File: config.mk
export PLATFORM = sky130hd
export DESIGN_NAME = serial_baud_rate_generator
export DESIGN_NICKNAME = d
export VERILOG_FILES = /design/src/rtl/rate_gen_pkg.sv /design/src/rtl/serial_baud_rate_generator.sv /design/src/rtl/pin_sync.sv /design/src/rtl/rate_divider.sv
export SDC_FILE = /design/constraint.sdc
export NUM_CORES = 1
export LEC_CHECK = 0
export BUFFER_PORTS_ARGS = -buffer_cell sky130_fd_sc_hd__buf_2
export CELL_PAD_IN_SITES_DETAIL_PLACEMENT = 1
export CELL_PAD_IN_SITES_GLOBAL_PLACEMENT = 1
export CORE_ASPECT_RATIO = 0.5
export CORE_MARGIN = 1.5
export CORE_UTILIZATION = 38
export DETAILED_ROUTE_END_ITERATION = 6
export PLACE_DENSITY = 0.75
export SLEW_MARGIN = 25
export SYNTH_ARGS = -nofsm -noshare
export SYNTH_HDL_FRONTEND = slang
export SYNTH_SLANG_ARGS = --single-unit
File: constraint.sdc
create_clock -name clk_i -period 2.95 [get_ports clk_i]
set_input_delay 0.295 -clock clk_i [delete_from_list [all_inputs] [get_ports clk_i]]
set_output_delay 0.295 -clock clk_i [all_outputs]
set_load 0.01 [all_outputs]
File: src/rtl/rate_gen_pkg.sv
package rate_gen_pkg;

  // ************************************************************
  // register byte offsets on the bus
  // ************************************************************
  localparam logic [7:0] OFS_CONTROL     = 8'h00;
  localparam logic [7:0] OFS_DIVISOR_LOW = 8'h04;
  localparam logic [7:0] OFS_DIVISOR_HI  = 8'h08;
  localparam logic [7:0] OFS_MODE        = 8'h0c;
  localparam logic [7:0] OFS_IRQ_STATUS  = 8'h10;
  localparam logic [7:0] OFS_IRQ_MASK    = 8'h14;
  localparam logic [7:0] OFS_COUNT_LOW   = 8'h18;
  localparam logic [7:0] OFS_COUNT_HI    = 8'h1c;

  // ************************************************************
  // field positions
  // ************************************************************
  localparam int CTL_DETECT_OVF = 7;
  localparam int CTL_RX_IDLE    = 6;
  localparam int CTL_POLARITY   = 4;
  localparam int CTL_WIDE       = 3;
  localparam int CTL_WAKE       = 1;
  localparam int CTL_DETECT     = 0;
  localparam int MODE_SYNC      = 0;
  localparam int MODE_HIGH_SPD  = 1;
  localparam int IRQ_WAKE       = 0;
  localparam int IRQ_DET_DONE   = 1;
  localparam int IRQ_DET_OVF    = 2;
  localparam int IRQ_W          = 3;

  // ************************************************************
  // values after reset
  // ************************************************************
  localparam logic [15:0]      DIVISOR_RST  = 16'h0000;
  localparam logic [IRQ_W-1:0] IRQ_MASK_RST = 3'h0;
  localparam logic             BIT_RST      = 1'h0;
  localparam logic             RX_IDLE_LVL  = 1'h1;

  // ************************************************************
  // prescale multipliers in clock cycles
  // ************************************************************
  localparam logic [6:0] PRE_ASYNC_NARROW      = 7'h40;
  localparam logic [6:0] PRE_ASYNC_NARROW_FAST = 7'h10;
  localparam logic [6:0] PRE_ASYNC_WIDE        = 7'h10;
  localparam logic [6:0] PRE_ASYNC_WIDE_FAST   = 7'h04;
  localparam logic [6:0] PRE_SYNC              = 7'h04;

  // ************************************************************
  // rate detection sequence
  // ************************************************************
  typedef enum {
    DET_IDLE,
    DET_ARMED,
    DET_MEASURE
  } detect_state_t;

endpackage

File: src/rtl/serial_baud_rate_generator.sv
// What this block does
// - divider eight bits, sixteen when wide select
// - divider free runs, period from divisor pair
// - async prescale set by speed and width
// - sync mode ignores the high speed bit
// - divisor write clears the divider at once
// - async narrow slow: clock over 64(n+1)
// - wake sets receive flag, then clears enable
// - wake off or sync mode: normal receive
// - async wide slow: clock over 16(n+1)
// - sync mode: clock over 4(n+1)
module serial_baud_rate_generator
  import rate_gen_pkg::*;
(
  // clock and reset
  input  wire logic        clk_i,
  input  wire logic        rst_i,
  // wishbone slave
  input  wire logic        cyc_i,
  input  wire logic        stb_i,
  input  wire logic        we_i,
  input  wire logic [7:0]  adr_i,
  input  wire logic [3:0]  sel_i,
  input  wire logic [31:0] dat_i,
  output logic [31:0]      dat_o,
  output logic             ack_o,
  // receive side
  input  wire logic        rx_pin_i,
  input  wire logic        receive_idle_flag_i,
  // to shift logic
  output logic             rate_tick_o,
  output logic             receive_interrupt_flag_set_o,
  output logic             clock_polarity_o,
  output logic             sync_mode_o,
  // interrupt
  output logic             irq_o
);

  // ************************************************************
  // declarations
  // ************************************************************
  logic                wide_divider_select_r;
  logic                high_speed_select_r;
  logic                wake_on_receive_enable_r;
  logic                auto_rate_detect_enable_r;
  logic                detect_overflow_r;
  logic [15:0]         divisor_r;
  logic [IRQ_W-1:0]    irq_status_r;
  logic [IRQ_W-1:0]    irq_mask_r;
  logic [IRQ_W-1:0]    irq_event;
  logic                access;
  logic                wr_en;
  logic                rd_en;
  logic [31:0]         rd_data;
  logic                wr_control;
  logic                wr_divisor;
  logic                rx_level;
  logic                rx_prev_r;
  logic                rx_fall;
  logic                rx_rise;
  logic                wake_event;
  logic                wake_clear_r;
  detect_state_t       det_state_r;
  logic [15:0]         det_count_r;
  logic [15:0]         det_limit;
  logic                det_done;
  logic                det_ovf;
  logic                det_active;
  logic                pre_tick;
  logic                divider_tick;
  logic                divider_clear;
  logic [15:0]         divider_count;
  logic [7:0]          control_view;

  // ************************************************************
  // bus decode
  // ************************************************************
  // one wait state: ack follows the request by one edge; writes
  // land on the edge where the master samples ack, not before
  assign access     = cyc_i && stb_i && !ack_o;
  assign wr_en      = cyc_i && stb_i && ack_o && we_i && sel_i[0];
  assign rd_en      = access && !we_i;
  assign wr_control = wr_en && (adr_i == OFS_CONTROL);
  assign wr_divisor = wr_en && ((adr_i == OFS_DIVISOR_LOW) ||
                                (adr_i == OFS_DIVISOR_HI));

  always_ff @(posedge clk_i) begin
    if (rst_i) begin
      ack_o <= 1'b0;
    end else begin
      ack_o <= access;
    end
  end

  // ************************************************************
  // receive pin and edges
  // ************************************************************
  pin_sync rx_sync (
    .clk_i   (clk_i),
    .rst_i   (rst_i),
    .pin_i   (rx_pin_i),
    .level_o (rx_level)
  );

  always_ff @(posedge clk_i) begin
    if (rst_i) begin
      rx_prev_r <= RX_IDLE_LVL;
    end else begin
      rx_prev_r <= rx_level;
    end
  end

  assign rx_fall = rx_prev_r && !rx_level;
  assign rx_rise = !rx_prev_r && rx_level;

  // ************************************************************
  // mode and control bits
  // ************************************************************
  always_ff @(posedge clk_i) begin
    if (rst_i) begin
      sync_mode_o         <= BIT_RST;
      high_speed_select_r <= BIT_RST;
    end else if (wr_en && (adr_i == OFS_MODE)) begin
      sync_mode_o         <= dat_i[MODE_SYNC];
      high_speed_select_r <= dat_i[MODE_HIGH_SPD];
    end
  end

  always_ff @(posedge clk_i) begin
    if (rst_i) begin
      wide_divider_select_r <= BIT_RST;
      clock_polarity_o      <= BIT_RST;
    end else if (wr_control) begin
      wide_divider_select_r <= dat_i[CTL_WIDE];
      clock_polarity_o      <= dat_i[CTL_POLARITY];
    end
  end

  // ************************************************************
  // wake on receive
  // ************************************************************
  // a start edge while armed wakes the receiver, async only
  assign wake_event = wake_on_receive_enable_r && !sync_mode_o &&
                      rx_fall;

  always_ff @(posedge clk_i) begin
    if (rst_i) begin
      receive_interrupt_flag_set_o <= 1'b0;
      wake_clear_r                 <= 1'b0;
    end else begin
      receive_interrupt_flag_set_o <= wake_event;
      wake_clear_r                 <= wake_event;
    end
  end

  // the enable drops one cycle after the flag is raised; a software
  // write landing in that same cycle loses to the hardware clear
  always_ff @(posedge clk_i) begin
    if (rst_i) begin
      wake_on_receive_enable_r <= BIT_RST;
    end else if (wake_clear_r) begin
      wake_on_receive_enable_r <= 1'b0;
    end else if (wr_control) begin
      wake_on_receive_enable_r <= dat_i[CTL_WAKE];
    end
  end

  // ************************************************************
  // rate detection
  // ************************************************************
  // measures one start bit in prescaled units; the divisor that
  // gives that bit time is the count less one
  assign det_limit  = wide_divider_select_r ? 16'hffff : 16'h00ff;
  assign det_active = auto_rate_detect_enable_r && !sync_mode_o;
  assign det_ovf    = (det_state_r == DET_MEASURE) && det_active &&
                      pre_tick && (det_count_r == det_limit);
  assign det_done   = (det_state_r == DET_MEASURE) && det_active &&
                      !det_ovf && rx_rise;

  always_ff @(posedge clk_i) begin
    if (rst_i) begin
      det_state_r <= DET_IDLE;
    end else if (!det_active) begin
      det_state_r <= DET_IDLE;
    end else begin
      case (det_state_r)
        DET_IDLE: begin
          det_state_r <= DET_ARMED;
        end
        DET_ARMED: begin
          if (rx_fall) begin
            det_state_r <= DET_MEASURE;
          end
        end
        DET_MEASURE: begin
          if (det_done || det_ovf) begin
            det_state_r <= DET_IDLE;
          end
        end
        default: begin
          det_state_r <= DET_IDLE;
        end
      endcase
    end
  end

  always_ff @(posedge clk_i) begin
    if (rst_i || det_state_r != DET_MEASURE) begin
      det_count_r <= 16'h0000;
    end else if (pre_tick && det_count_r != det_limit) begin
      det_count_r <= det_count_r + 16'h0001;
    end
  end

  // enable self clears when detection ends; a set from software
  // in that same cycle is taken as a new request
  always_ff @(posedge clk_i) begin
    if (rst_i) begin
      auto_rate_detect_enable_r <= BIT_RST;
    end else if (wr_control) begin
      auto_rate_detect_enable_r <= dat_i[CTL_DETECT];
    end else if (det_done || det_ovf) begin
      auto_rate_detect_enable_r <= 1'b0;
    end
  end

  // overflow is set by hardware and wins over a clearing write
  always_ff @(posedge clk_i) begin
    if (rst_i) begin
      detect_overflow_r <= BIT_RST;
    end else if (det_ovf) begin
      detect_overflow_r <= 1'b1;
    end else if (wr_control) begin
      detect_overflow_r <= dat_i[CTL_DETECT_OVF];
    end
  end

  // ************************************************************
  // divisor pair
  // ************************************************************
  always_ff @(posedge clk_i) begin
    if (rst_i) begin
      divisor_r <= DIVISOR_RST;
    end else if (det_done) begin
      divisor_r <= (det_count_r == 16'h0000) ? 16'h0000 :
                   det_count_r - 16'h0001;
    end else if (wr_en && adr_i == OFS_DIVISOR_LOW) begin
      divisor_r[7:0] <= dat_i[7:0];
    end else if (wr_en && adr_i == OFS_DIVISOR_HI) begin
      divisor_r[15:8] <= dat_i[7:0];
    end
  end

  // clear lands with the new divisor, so the old count never runs out
  assign divider_clear = wr_divisor || det_done;

  rate_divider divider (
    .clk_i        (clk_i),
    .rst_i        (rst_i),
    .clear_i      (divider_clear),
    .sync_mode_i  (sync_mode_o),
    .wide_i       (wide_divider_select_r),
    .high_speed_i (high_speed_select_r),
    .divisor_i    (divisor_r),
    .pre_tick_o   (pre_tick),
    .tick_o       (divider_tick),
    .count_o      (divider_count)
  );

  always_ff @(posedge clk_i) begin
    if (rst_i) begin
      rate_tick_o <= 1'b0;
    end else begin
      rate_tick_o <= divider_tick;
    end
  end

  // ************************************************************
  // interrupt status and mask
  // ************************************************************
  assign irq_event = {det_ovf, det_done, wake_event};

  genvar b;
  generate
    for (b = 0; b < IRQ_W; b = b + 1) begin : g_irq
      always_ff @(posedge clk_i) begin
        if (rst_i) begin
          irq_status_r[b] <= 1'b0;
        end else if (irq_event[b]) begin
          irq_status_r[b] <= 1'b1;
        end else if (wr_en && adr_i == OFS_IRQ_STATUS && dat_i[b]) begin
          irq_status_r[b] <= 1'b0;
        end
      end
    end
  endgenerate

  always_ff @(posedge clk_i) begin
    if (rst_i) begin
      irq_mask_r <= IRQ_MASK_RST;
    end else if (wr_en && adr_i == OFS_IRQ_MASK) begin
      irq_mask_r <= dat_i[IRQ_W-1:0];
    end
  end

  always_ff @(posedge clk_i) begin
    if (rst_i) begin
      irq_o <= 1'b0;
    end else begin
      irq_o <= |(irq_status_r & irq_mask_r);
    end
  end

  // ************************************************************
  // read back
  // ************************************************************
  // idle flag is read live so software can check it before a
  // clock change; the receiver drives it from this same clock
  always_comb begin
    control_view                 = 8'h00;
    control_view[CTL_DETECT_OVF] = detect_overflow_r;
    control_view[CTL_RX_IDLE]    = receive_idle_flag_i;
    control_view[CTL_POLARITY]   = clock_polarity_o;
    control_view[CTL_WIDE]       = wide_divider_select_r;
    control_view[CTL_WAKE]       = wake_on_receive_enable_r;
    control_view[CTL_DETECT]     = auto_rate_detect_enable_r;
  end

  always_comb begin
    rd_data = 32'h0000_0000;
    case (adr_i)
      OFS_CONTROL:     rd_data[7:0] = control_view;
      OFS_DIVISOR_LOW: rd_data[7:0] = divisor_r[7:0];
      OFS_DIVISOR_HI:  rd_data[7:0] = divisor_r[15:8];
      OFS_MODE: begin
        rd_data[MODE_SYNC]     = sync_mode_o;
        rd_data[MODE_HIGH_SPD] = high_speed_select_r;
      end
      OFS_IRQ_STATUS:  rd_data[IRQ_W-1:0] = irq_status_r;
      OFS_IRQ_MASK:    rd_data[IRQ_W-1:0] = irq_mask_r;
      OFS_COUNT_LOW:   rd_data[7:0] = divider_count[7:0];
      OFS_COUNT_HI:    rd_data[7:0] = divider_count[15:8];
      default:         rd_data = 32'h0000_0000;
    endcase
  end

  always_ff @(posedge clk_i) begin
    if (rst_i) begin
      dat_o <= 32'h0000_0000;
    end else if (rd_en) begin
      dat_o <= rd_data;
    end
  end

endmodule

File: src/rtl/pin_sync.sv
module pin_sync (
  // clock and reset
  input  wire logic clk_i,
  input  wire logic rst_i,
  // pin in, synchronised level out
  input  wire logic pin_i,
  output logic      level_o
);
  import rate_gen_pkg::*;

  logic meta_r;

  // line idles high, so reset to the idle level
  always_ff @(posedge clk_i) begin
    if (rst_i) begin
      meta_r  <= RX_IDLE_LVL;
      level_o <= RX_IDLE_LVL;
    end else begin
      meta_r  <= pin_i;
      level_o <= meta_r;
    end
  end

endmodule

File: src/rtl/rate_divider.sv
module rate_divider
  import rate_gen_pkg::*;
(
  // clock and reset
  input  wire logic        clk_i,
  input  wire logic        rst_i,
  // configuration
  input  wire logic        clear_i,
  input  wire logic        sync_mode_i,
  input  wire logic        wide_i,
  input  wire logic        high_speed_i,
  input  wire logic [15:0] divisor_i,
  // timing outputs
  output logic             pre_tick_o,
  output logic             tick_o,
  output logic [15:0]      count_o
);

  logic [6:0]  pre_len;
  logic [6:0]  pre_cnt_r;
  logic [15:0] period;
  logic        wrap;

  // ************************************************************
  // prescale select
  // ************************************************************
  always_comb begin
    if (sync_mode_i) begin
      pre_len = PRE_SYNC;
    end else begin
      case ({wide_i, high_speed_i})
        2'b00:   pre_len = PRE_ASYNC_NARROW;
        2'b01:   pre_len = PRE_ASYNC_NARROW_FAST;
        2'b10:   pre_len = PRE_ASYNC_WIDE;
        default: pre_len = PRE_ASYNC_WIDE_FAST;
      endcase
    end
  end

  // narrow mode only looks at the low divisor byte
  assign period     = wide_i ? divisor_i : {8'h00, divisor_i[7:0]};
  assign pre_tick_o = (pre_cnt_r == pre_len - 7'h01);
  assign wrap       = pre_tick_o && (count_o >= period);

  // ************************************************************
  // free running prescaler and timer
  // ************************************************************
  always_ff @(posedge clk_i) begin
    if (rst_i || clear_i || pre_tick_o) begin
      pre_cnt_r <= 7'h00;
    end else begin
      pre_cnt_r <= pre_cnt_r + 7'h01;
    end
  end

  always_ff @(posedge clk_i) begin
    if (rst_i || clear_i) begin
      count_o <= 16'h0000;
    end else if (wrap) begin
      count_o <= 16'h0000;
    end else if (pre_tick_o) begin
      count_o <= count_o + 16'h0001;
    end
  end

  always_ff @(posedge clk_i) begin
    if (rst_i || clear_i) begin
      tick_o <= 1'b0;
    end else begin
      tick_o <= wrap;
    end
  end

endmodule

# == Word-level counts from Yosys, hierarchy flattened ==
# Cells that the tools add are included.
# totals
reg_bits,116
input_bits,51
wordCells,136
# op_classes
n_addsub,5
order_cmp,1
eq_ne,19
n_mux,25
bitwise_logic,2
reduce_logical,58
# ops
operator,count
one-hot mux 32 bit (3 select lines),1
two-way mux 16 bit,4
two-way mux 32 bit,2
adder 16 x 1 -> 16 bit (second input constant),2
== test 32 x 1 -> 1 bit (second input constant),1
== test 32 x 2 -> 1 bit (second input constant),1
== test 32 x 3 -> 1 bit (second input constant),1
== test 8 x 5 -> 1 bit (second input constant),4
logical NOT 32 bit,1
!= test 32 x 3 -> 1 bit (second input constant),1
logical AND 1 bit,28
one-hot mux 5 bit (5 select lines),1
two-way mux 8 bit,3
== test 16 bit,1
== test 8 x 4 -> 1 bit (second input constant),2
>= comparator 16 bit,1
logical NOT 16 bit,1
!= test 16 bit,1
one-hot mux 2 bit (8 select lines),1
subtractor 16 x 1 -> 16 bit (second input constant),1
one-hot mux 7 bit (2 select lines),1
nonzero test 2 bit,7
two-way mux 1 bit,10
== test 8 x 3 -> 1 bit (second input constant),1
other kinds (17),33

# == Depth between registers and ports, before layout ==
# depth
depth_word,14
mapped_depth,14
depth_no_buf,10

# == Modules after synthesis ==
# A second synthesis with hierarchy kept.
# hier_totals
cells_unflattened,667
area_unflattened_um2,5520.3
# modules_own_cells
mod,instances,cells_per_inst,area_per_inst_um2,seq_area_each_um2
serial_baud_rate_generator,1,462,3806.2,1201.2
rate_divider,1,201,1661.6,480.5
pin_sync,1,4,52.6,40.0

# == Worst setup path before layout ==
# OpenSTA, ideal clock, no wires.
# synth_timing
path_kind,reg2reg
startpoint,register wide_divider_select_r
endpoint,register divider.count_o[7]
arrival_ns,2.856
required_time_ns,2.823
path_slack_ns,-0.033
stages_incl_launch_ff,13
synth_period_minus_slack_ns,2.983
cell_sequence,dfxtp_1 clkbuf_1 inv_1 ha_1 nand2b_1 ha_1 xor2_1 nand3_1 or3_1 clkbuf_1 a21oi_1 buf_2 nor3_1
# synth_via
elab_chain_len,14
elab_cells_between_ends,21
# synth_lines
element,line_no,source
from (decl),serial_baud_rate_generator.sv:42,logic wide_divider_select_r;
from (signal assigned),serial_baud_rate_generator.sv:134,wide_divider_select_r <= dat_i[CTL_WIDE];
== test 2 x 1 -> 1 bit / == test 2 bit (equally long branches),rate_divider.sv:31,"case ({wide_i, high_speed_i})"
OR reduction 2 bit (no line),--,
one-hot mux 7 bit (2 select lines),rate_divider.sv:31,
two-way mux 7 bit,rate_divider.sv:28,if (sync_mode_i) begin
subtractor 7 x 1 -> 7 bit,rate_divider.sv:42,assign pre_tick_o = (pre_cnt_r == pre_len - 7'h01);
== test 7 bit,rate_divider.sv:42,
logical AND 1 bit,serial_baud_rate_generator.sv:175,assign det_ovf = (det_state_r == DET_MEASURE) && det_active &&
logical AND 1 bit,serial_baud_rate_generator.sv:176,pre_tick && (det_count_r == det_limit);
logical NOT 1 bit,serial_baud_rate_generator.sv:178,!det_ovf && rx_rise;
logical AND 1 bit,serial_baud_rate_generator.sv:177,assign det_done = (det_state_r == DET_MEASURE) && det_active &&
logical AND 1 bit,serial_baud_rate_generator.sv:178,
logical OR 1 bit,serial_baud_rate_generator.sv:255,assign divider_clear = wr_divisor || det_done;
logical OR 1 bit,rate_divider.sv:57,if (rst_i || clear_i) begin
OR reduction 2 bit (no line),--,
to (signal assigned),rate_divider.sv:62,count_o <= count_o + 16'h0001;
to (decl),rate_divider.sv:16,output logic [15:0] count_o
# Several ways; a longest one is shown, not always the timed one.
# A chain may end at the register's enable or synchronous reset.

# == Worst setup path in the final report ==
# layout_timing
startpoint,register high_speed_select_r
endpoint,register divisor_r[14]
# layout_via
elab_chain_len,13
elab_cells_between_ends,17
# layout_lines
element,line_no,source
from (decl),serial_baud_rate_generator.sv:43,logic high_speed_select_r;
from (signal assigned),serial_baud_rate_generator.sv:125,high_speed_select_r <= dat_i[MODE_HIGH_SPD];
== test 2 x 1 -> 1 bit / == test 2 bit (equally long branches),rate_divider.sv:31,
OR reduction 2 bit (no line),--,
one-hot mux 7 bit (2 select lines) *,rate_divider.sv:31,
two-way mux 7 bit *,rate_divider.sv:28,
subtractor 7 x 1 -> 7 bit *,rate_divider.sv:42,
== test 7 bit *,rate_divider.sv:42,
logical AND 1 bit *,serial_baud_rate_generator.sv:175,
logical AND 1 bit *,serial_baud_rate_generator.sv:176,
logical NOT 1 bit *,serial_baud_rate_generator.sv:178,
logical AND 1 bit *,serial_baud_rate_generator.sv:177,
logical AND 1 bit *,serial_baud_rate_generator.sv:178,
!= test 2 bit (no line) / nonzero test 2 bit (equally long branches),--,
AND reduction 2 bit (no line),--,
to (signal assigned),serial_baud_rate_generator.sv:245,divisor_r <= (det_count_r == 16'h0000) ? 16'h0000 :
to (signal assigned),serial_baud_rate_generator.sv:250,divisor_r[15:8] <= dat_i[7:0];
to (decl),serial_baud_rate_generator.sv:47,logic [15:0] divisor_r;
# Every way passes the cells marked *; elsewhere a longest branch is shown, timed or not.

==> metrics <==
status=completed; delay-heaviest family, CP=simple AND/OR/NAND/NOR gates; cell mode on critical path=ha_1; Final nets=717; Vias/cell=5.628; post-synthesis register bit count=86; initial antenna violation count=0; Hold Path Sink=rx_sync.meta_r$_SDFF_PP1_; Final Hold Viols=0; Syn Std Cell Area=5194 µm²; Worst Path Buf+Inv=2; Crit path arrival time=2.97 ns; CTS Buf Count=9; CTS Root Cell=clkbuf_16; WHS Path Cells=2; CP max FO=23; Hold WS=0.1326 ns; min Tclk post-route=2.711 ns; RSZ-0062 raised after global routing=no; M1 WL=7.298 mm; Worst-path clk slew=0.06 ns; DP Area=5489 µm²; flop-to-flop setup slack=0.24 ns; placed cell count=802; WL/cell=18.17 µm; asr flop ratio synth=0%; Routed Antenna Nets=0; n_diodes=0; drt pass-1 iters=5; CTS Hold Buffers Added=0; CP cell instances=inv_1 -> ha_1 -> nand2b_1 -> ha_1 -> xor2_1 -> nand3_1 -> or3_4 -> o21bai_4 -> buf_8 -> o21ai_0 -> a221oi_2; top post-synthesis cells by area=dfxtp_1 (33%), ha_1 (5.5%), nor2_1 (4.8%); final wirelength=14.84 mm; Setup Buffers After CTS=0; pre-CTS WS=-0.009186 ns; fraction of layout instances using a drive strength above 1=17.31%; die area=14420 µm²; number of flops mapped to enable cells by yosys=0; Worst Tran Pin Value=0.6572 ns; R2R cell count=11; Main synth FF type=dfxtp_1; vias in the first global route=4505; first-pass GRT wire length=23.93 mm; post-synthesis cell type count=63; worst reg2reg startpoint=high_speed_select_r$_SDFFE_PP0P_; DRC viols=0; Chip Width=168.3 µm; Peak VDD IR=280.2 µV; Rows=29; most common cell after layout, fill and taps aside=dfxtp_1; post-route cell area=5818 µm²; post-cts resize count=1; clock skew=0.009604 ns; fill count=1550; detailed placement HPWL=11.25 mm; CP Capture Type=flop; Worst EP required=3.21 ns; pwr dens=418.2 nW/µm²; io pins=89; Setup WS post-layout=0.2390 ns; worst r2r dst=divisor_r[14]$_SDFFE_PP0P_; Clock Sinks=86; core area=12990 µm²; met2 wire length=6.619 mm; Final Instance Count excl. Fillers=817; final setup fails=0; RePlAce Congestion=0.8824; Final Util=44.79%; worst hold start=rx_pin_i; Die H=85.67 µm; Critical-path top delay cell=or3_4; max-slew violations=0; fmax=0.3689 GHz; Vias=4598; initial drt markers=428; clk_lat worst skew=0.34 ns; relative slew slack=55.85%; Power, Total=2.433 mW; TritonCTS clock tree=yes; Startpoint Class=flop; sequential element share of the synthesized area=33.15%; largest net degree at the start of global routing=24; Area growth syn-to-layout=12.02%; synthesized area per cell=8.514 µm²; Initial Utilization=39.98%; Syn Inst Count=610; overall global routing resource usage=21.34%; area leader, netlist=dfxtp_1; CP Class=flop to flop; commonest cells after routing, fill and taps aside=dfxtp_1 (85), nor2_1 (66), nand2_1 (47), buf_2 (37), nand3_1 (29); IO Port Bufs=37; Leak=2.275 nW; Hold WC Path Type=input port to flop; YS warnings=0; met3 WL=789 µm; clk buf depth=2; Tcrit/Tclk final=91.90%; max incr delay on CP=0.43 ns; share of the synthesized area in the top cell type=33.15%; top routing layer in use=met4; grt total ovfl=0; final setup TNS=0 ns; CTS H-tree lvls=3; MaxCap Viol Count=0
[routing by layer]
layer	global-route usage [%]	vias to the layer above
li1	-	2192
met1	29.49	2274
met2	34.10	119
met3	4.707	13
met4	5.032	0
met5	0	-
[logic make-up (layout without fill, tap and decap cells)]
group | after synthesis | in the layout | synth area share (%)
other | 1 | 24 | 0.07220
adders and majority gates | 23 | 23 | 5.541
AOI/OAI and AO/OA | 93 | 93 | 12.62
DFF | 86 | 86 | 33.15
and+or+nand+nor | 261 | 261 | 27.44
muxes | 24 | 24 | 5.420
buffers and inverters | 77 | 91 | 8.167
xor gates and xnor gates | 45 | 45 | 7.588
[area by class of cell]
| type | count | area [µm²] | area share (%) |
|---|---|---|---|
| Clock inverter | 5 | 60.06 | 1.032 |
| Timing Repair Buffer | 55 | 344.1 | 5.914 |
| Tap cell | 170 | 212.7 | 3.656 |
| Sequential cell | 86 | 1723 | 29.61 |
| Multi-Input combinational cell | 470 | 3161 | 54.32 |
| Clock buffer | 10 | 239.0 | 4.108 |
| Inverter | 21 | 78.83 | 1.355 |
[where the power goes]
part	internal (mW)	leakage, nW	total, mW	switching, mW
logic	0.0323	1.44	0.105	0.0725
clock network	0.676	0.145	1.15	0.476
registers	1.17	0.695	1.18	0.00582
total	1.88	2.28	2.43	0.554
[registers in the layout (all words and copies together) (netlist names), 2 cells and up]
| signal | cells |
|---|---|
| dat_o | 8 |
| det_count_r | 16 |
| det_state_r | 2 |
| divider.count_o | 16 |
| divider.pre_cnt_r | 7 |
| divisor_r | 16 |
| irq_mask_r | 3 |
| irq_status_r | 3 |
[worst max path at each step]
stage	from	endpoint	slack (ns)	cells after the start
after detailed placement	high_speed_select_r$_SDFFE_PP0P_	divider.count_o[12]$_SDFFE_PP0P_	-0.009	11
after CTS	high_speed_select_r$_SDFFE_PP0P_	divisor_r[14]$_SDFFE_PP0P_	0.07	11
after floorplan	wide_divider_select_r$_SDFFE_PP0P_	divisor_r[6]$_SDFFE_PP0P_	0.02	13
final	high_speed_select_r$_SDFFE_PP0P_	divisor_r[14]$_SDFFE_PP0P_	0.24	11
after global placement	high_speed_select_r$_SDFFE_PP0P_	divider.count_o[9]$_SDFFE_PP0P_	0.14	11
after global routing	high_speed_select_r$_SDFFE_PP0P_	divisor_r[14]$_SDFFE_PP0P_	0.03	11
[synth_stat cells (4+ instances only)]
library cell	instances
nor3_1	21
dfxtp_1	86
or4_1	6
nand3_1	29
mux2i_1	18
xor2_1	22
a22oi_1	8
and4_1	4
ha_1	23
a31oi_1	8
a311oi_1	4
xnor2_1	23
and3_1	21
buf_6	4
buf_4	25
nor2b_1	6
or2_2	5
nor3_2	10
nand2_1	47
nor4_1	4
nand4_1	12
inv_1	21
a22o_1	7
clkbuf_1	17
a211oi_1	5
buf_2	9
or3_1	11
a21oi_1	19
o21ai_0	14
nor2_1	66
[worst register-to-register path, cell delays in order (launching register included)]
cell,delay (ns)
dfxtp_2,0.37
inv_1,0.06
ha_1,0.27
nand2b_1,0.05
ha_1,0.28
xor2_1,0.17
nand3_1,0.17
or3_4,0.43
o21bai_4,0.19
buf_8,0.20
o21ai_0,0.14
a221oi_2,0.29
Power figures use the tool's default switching activity.
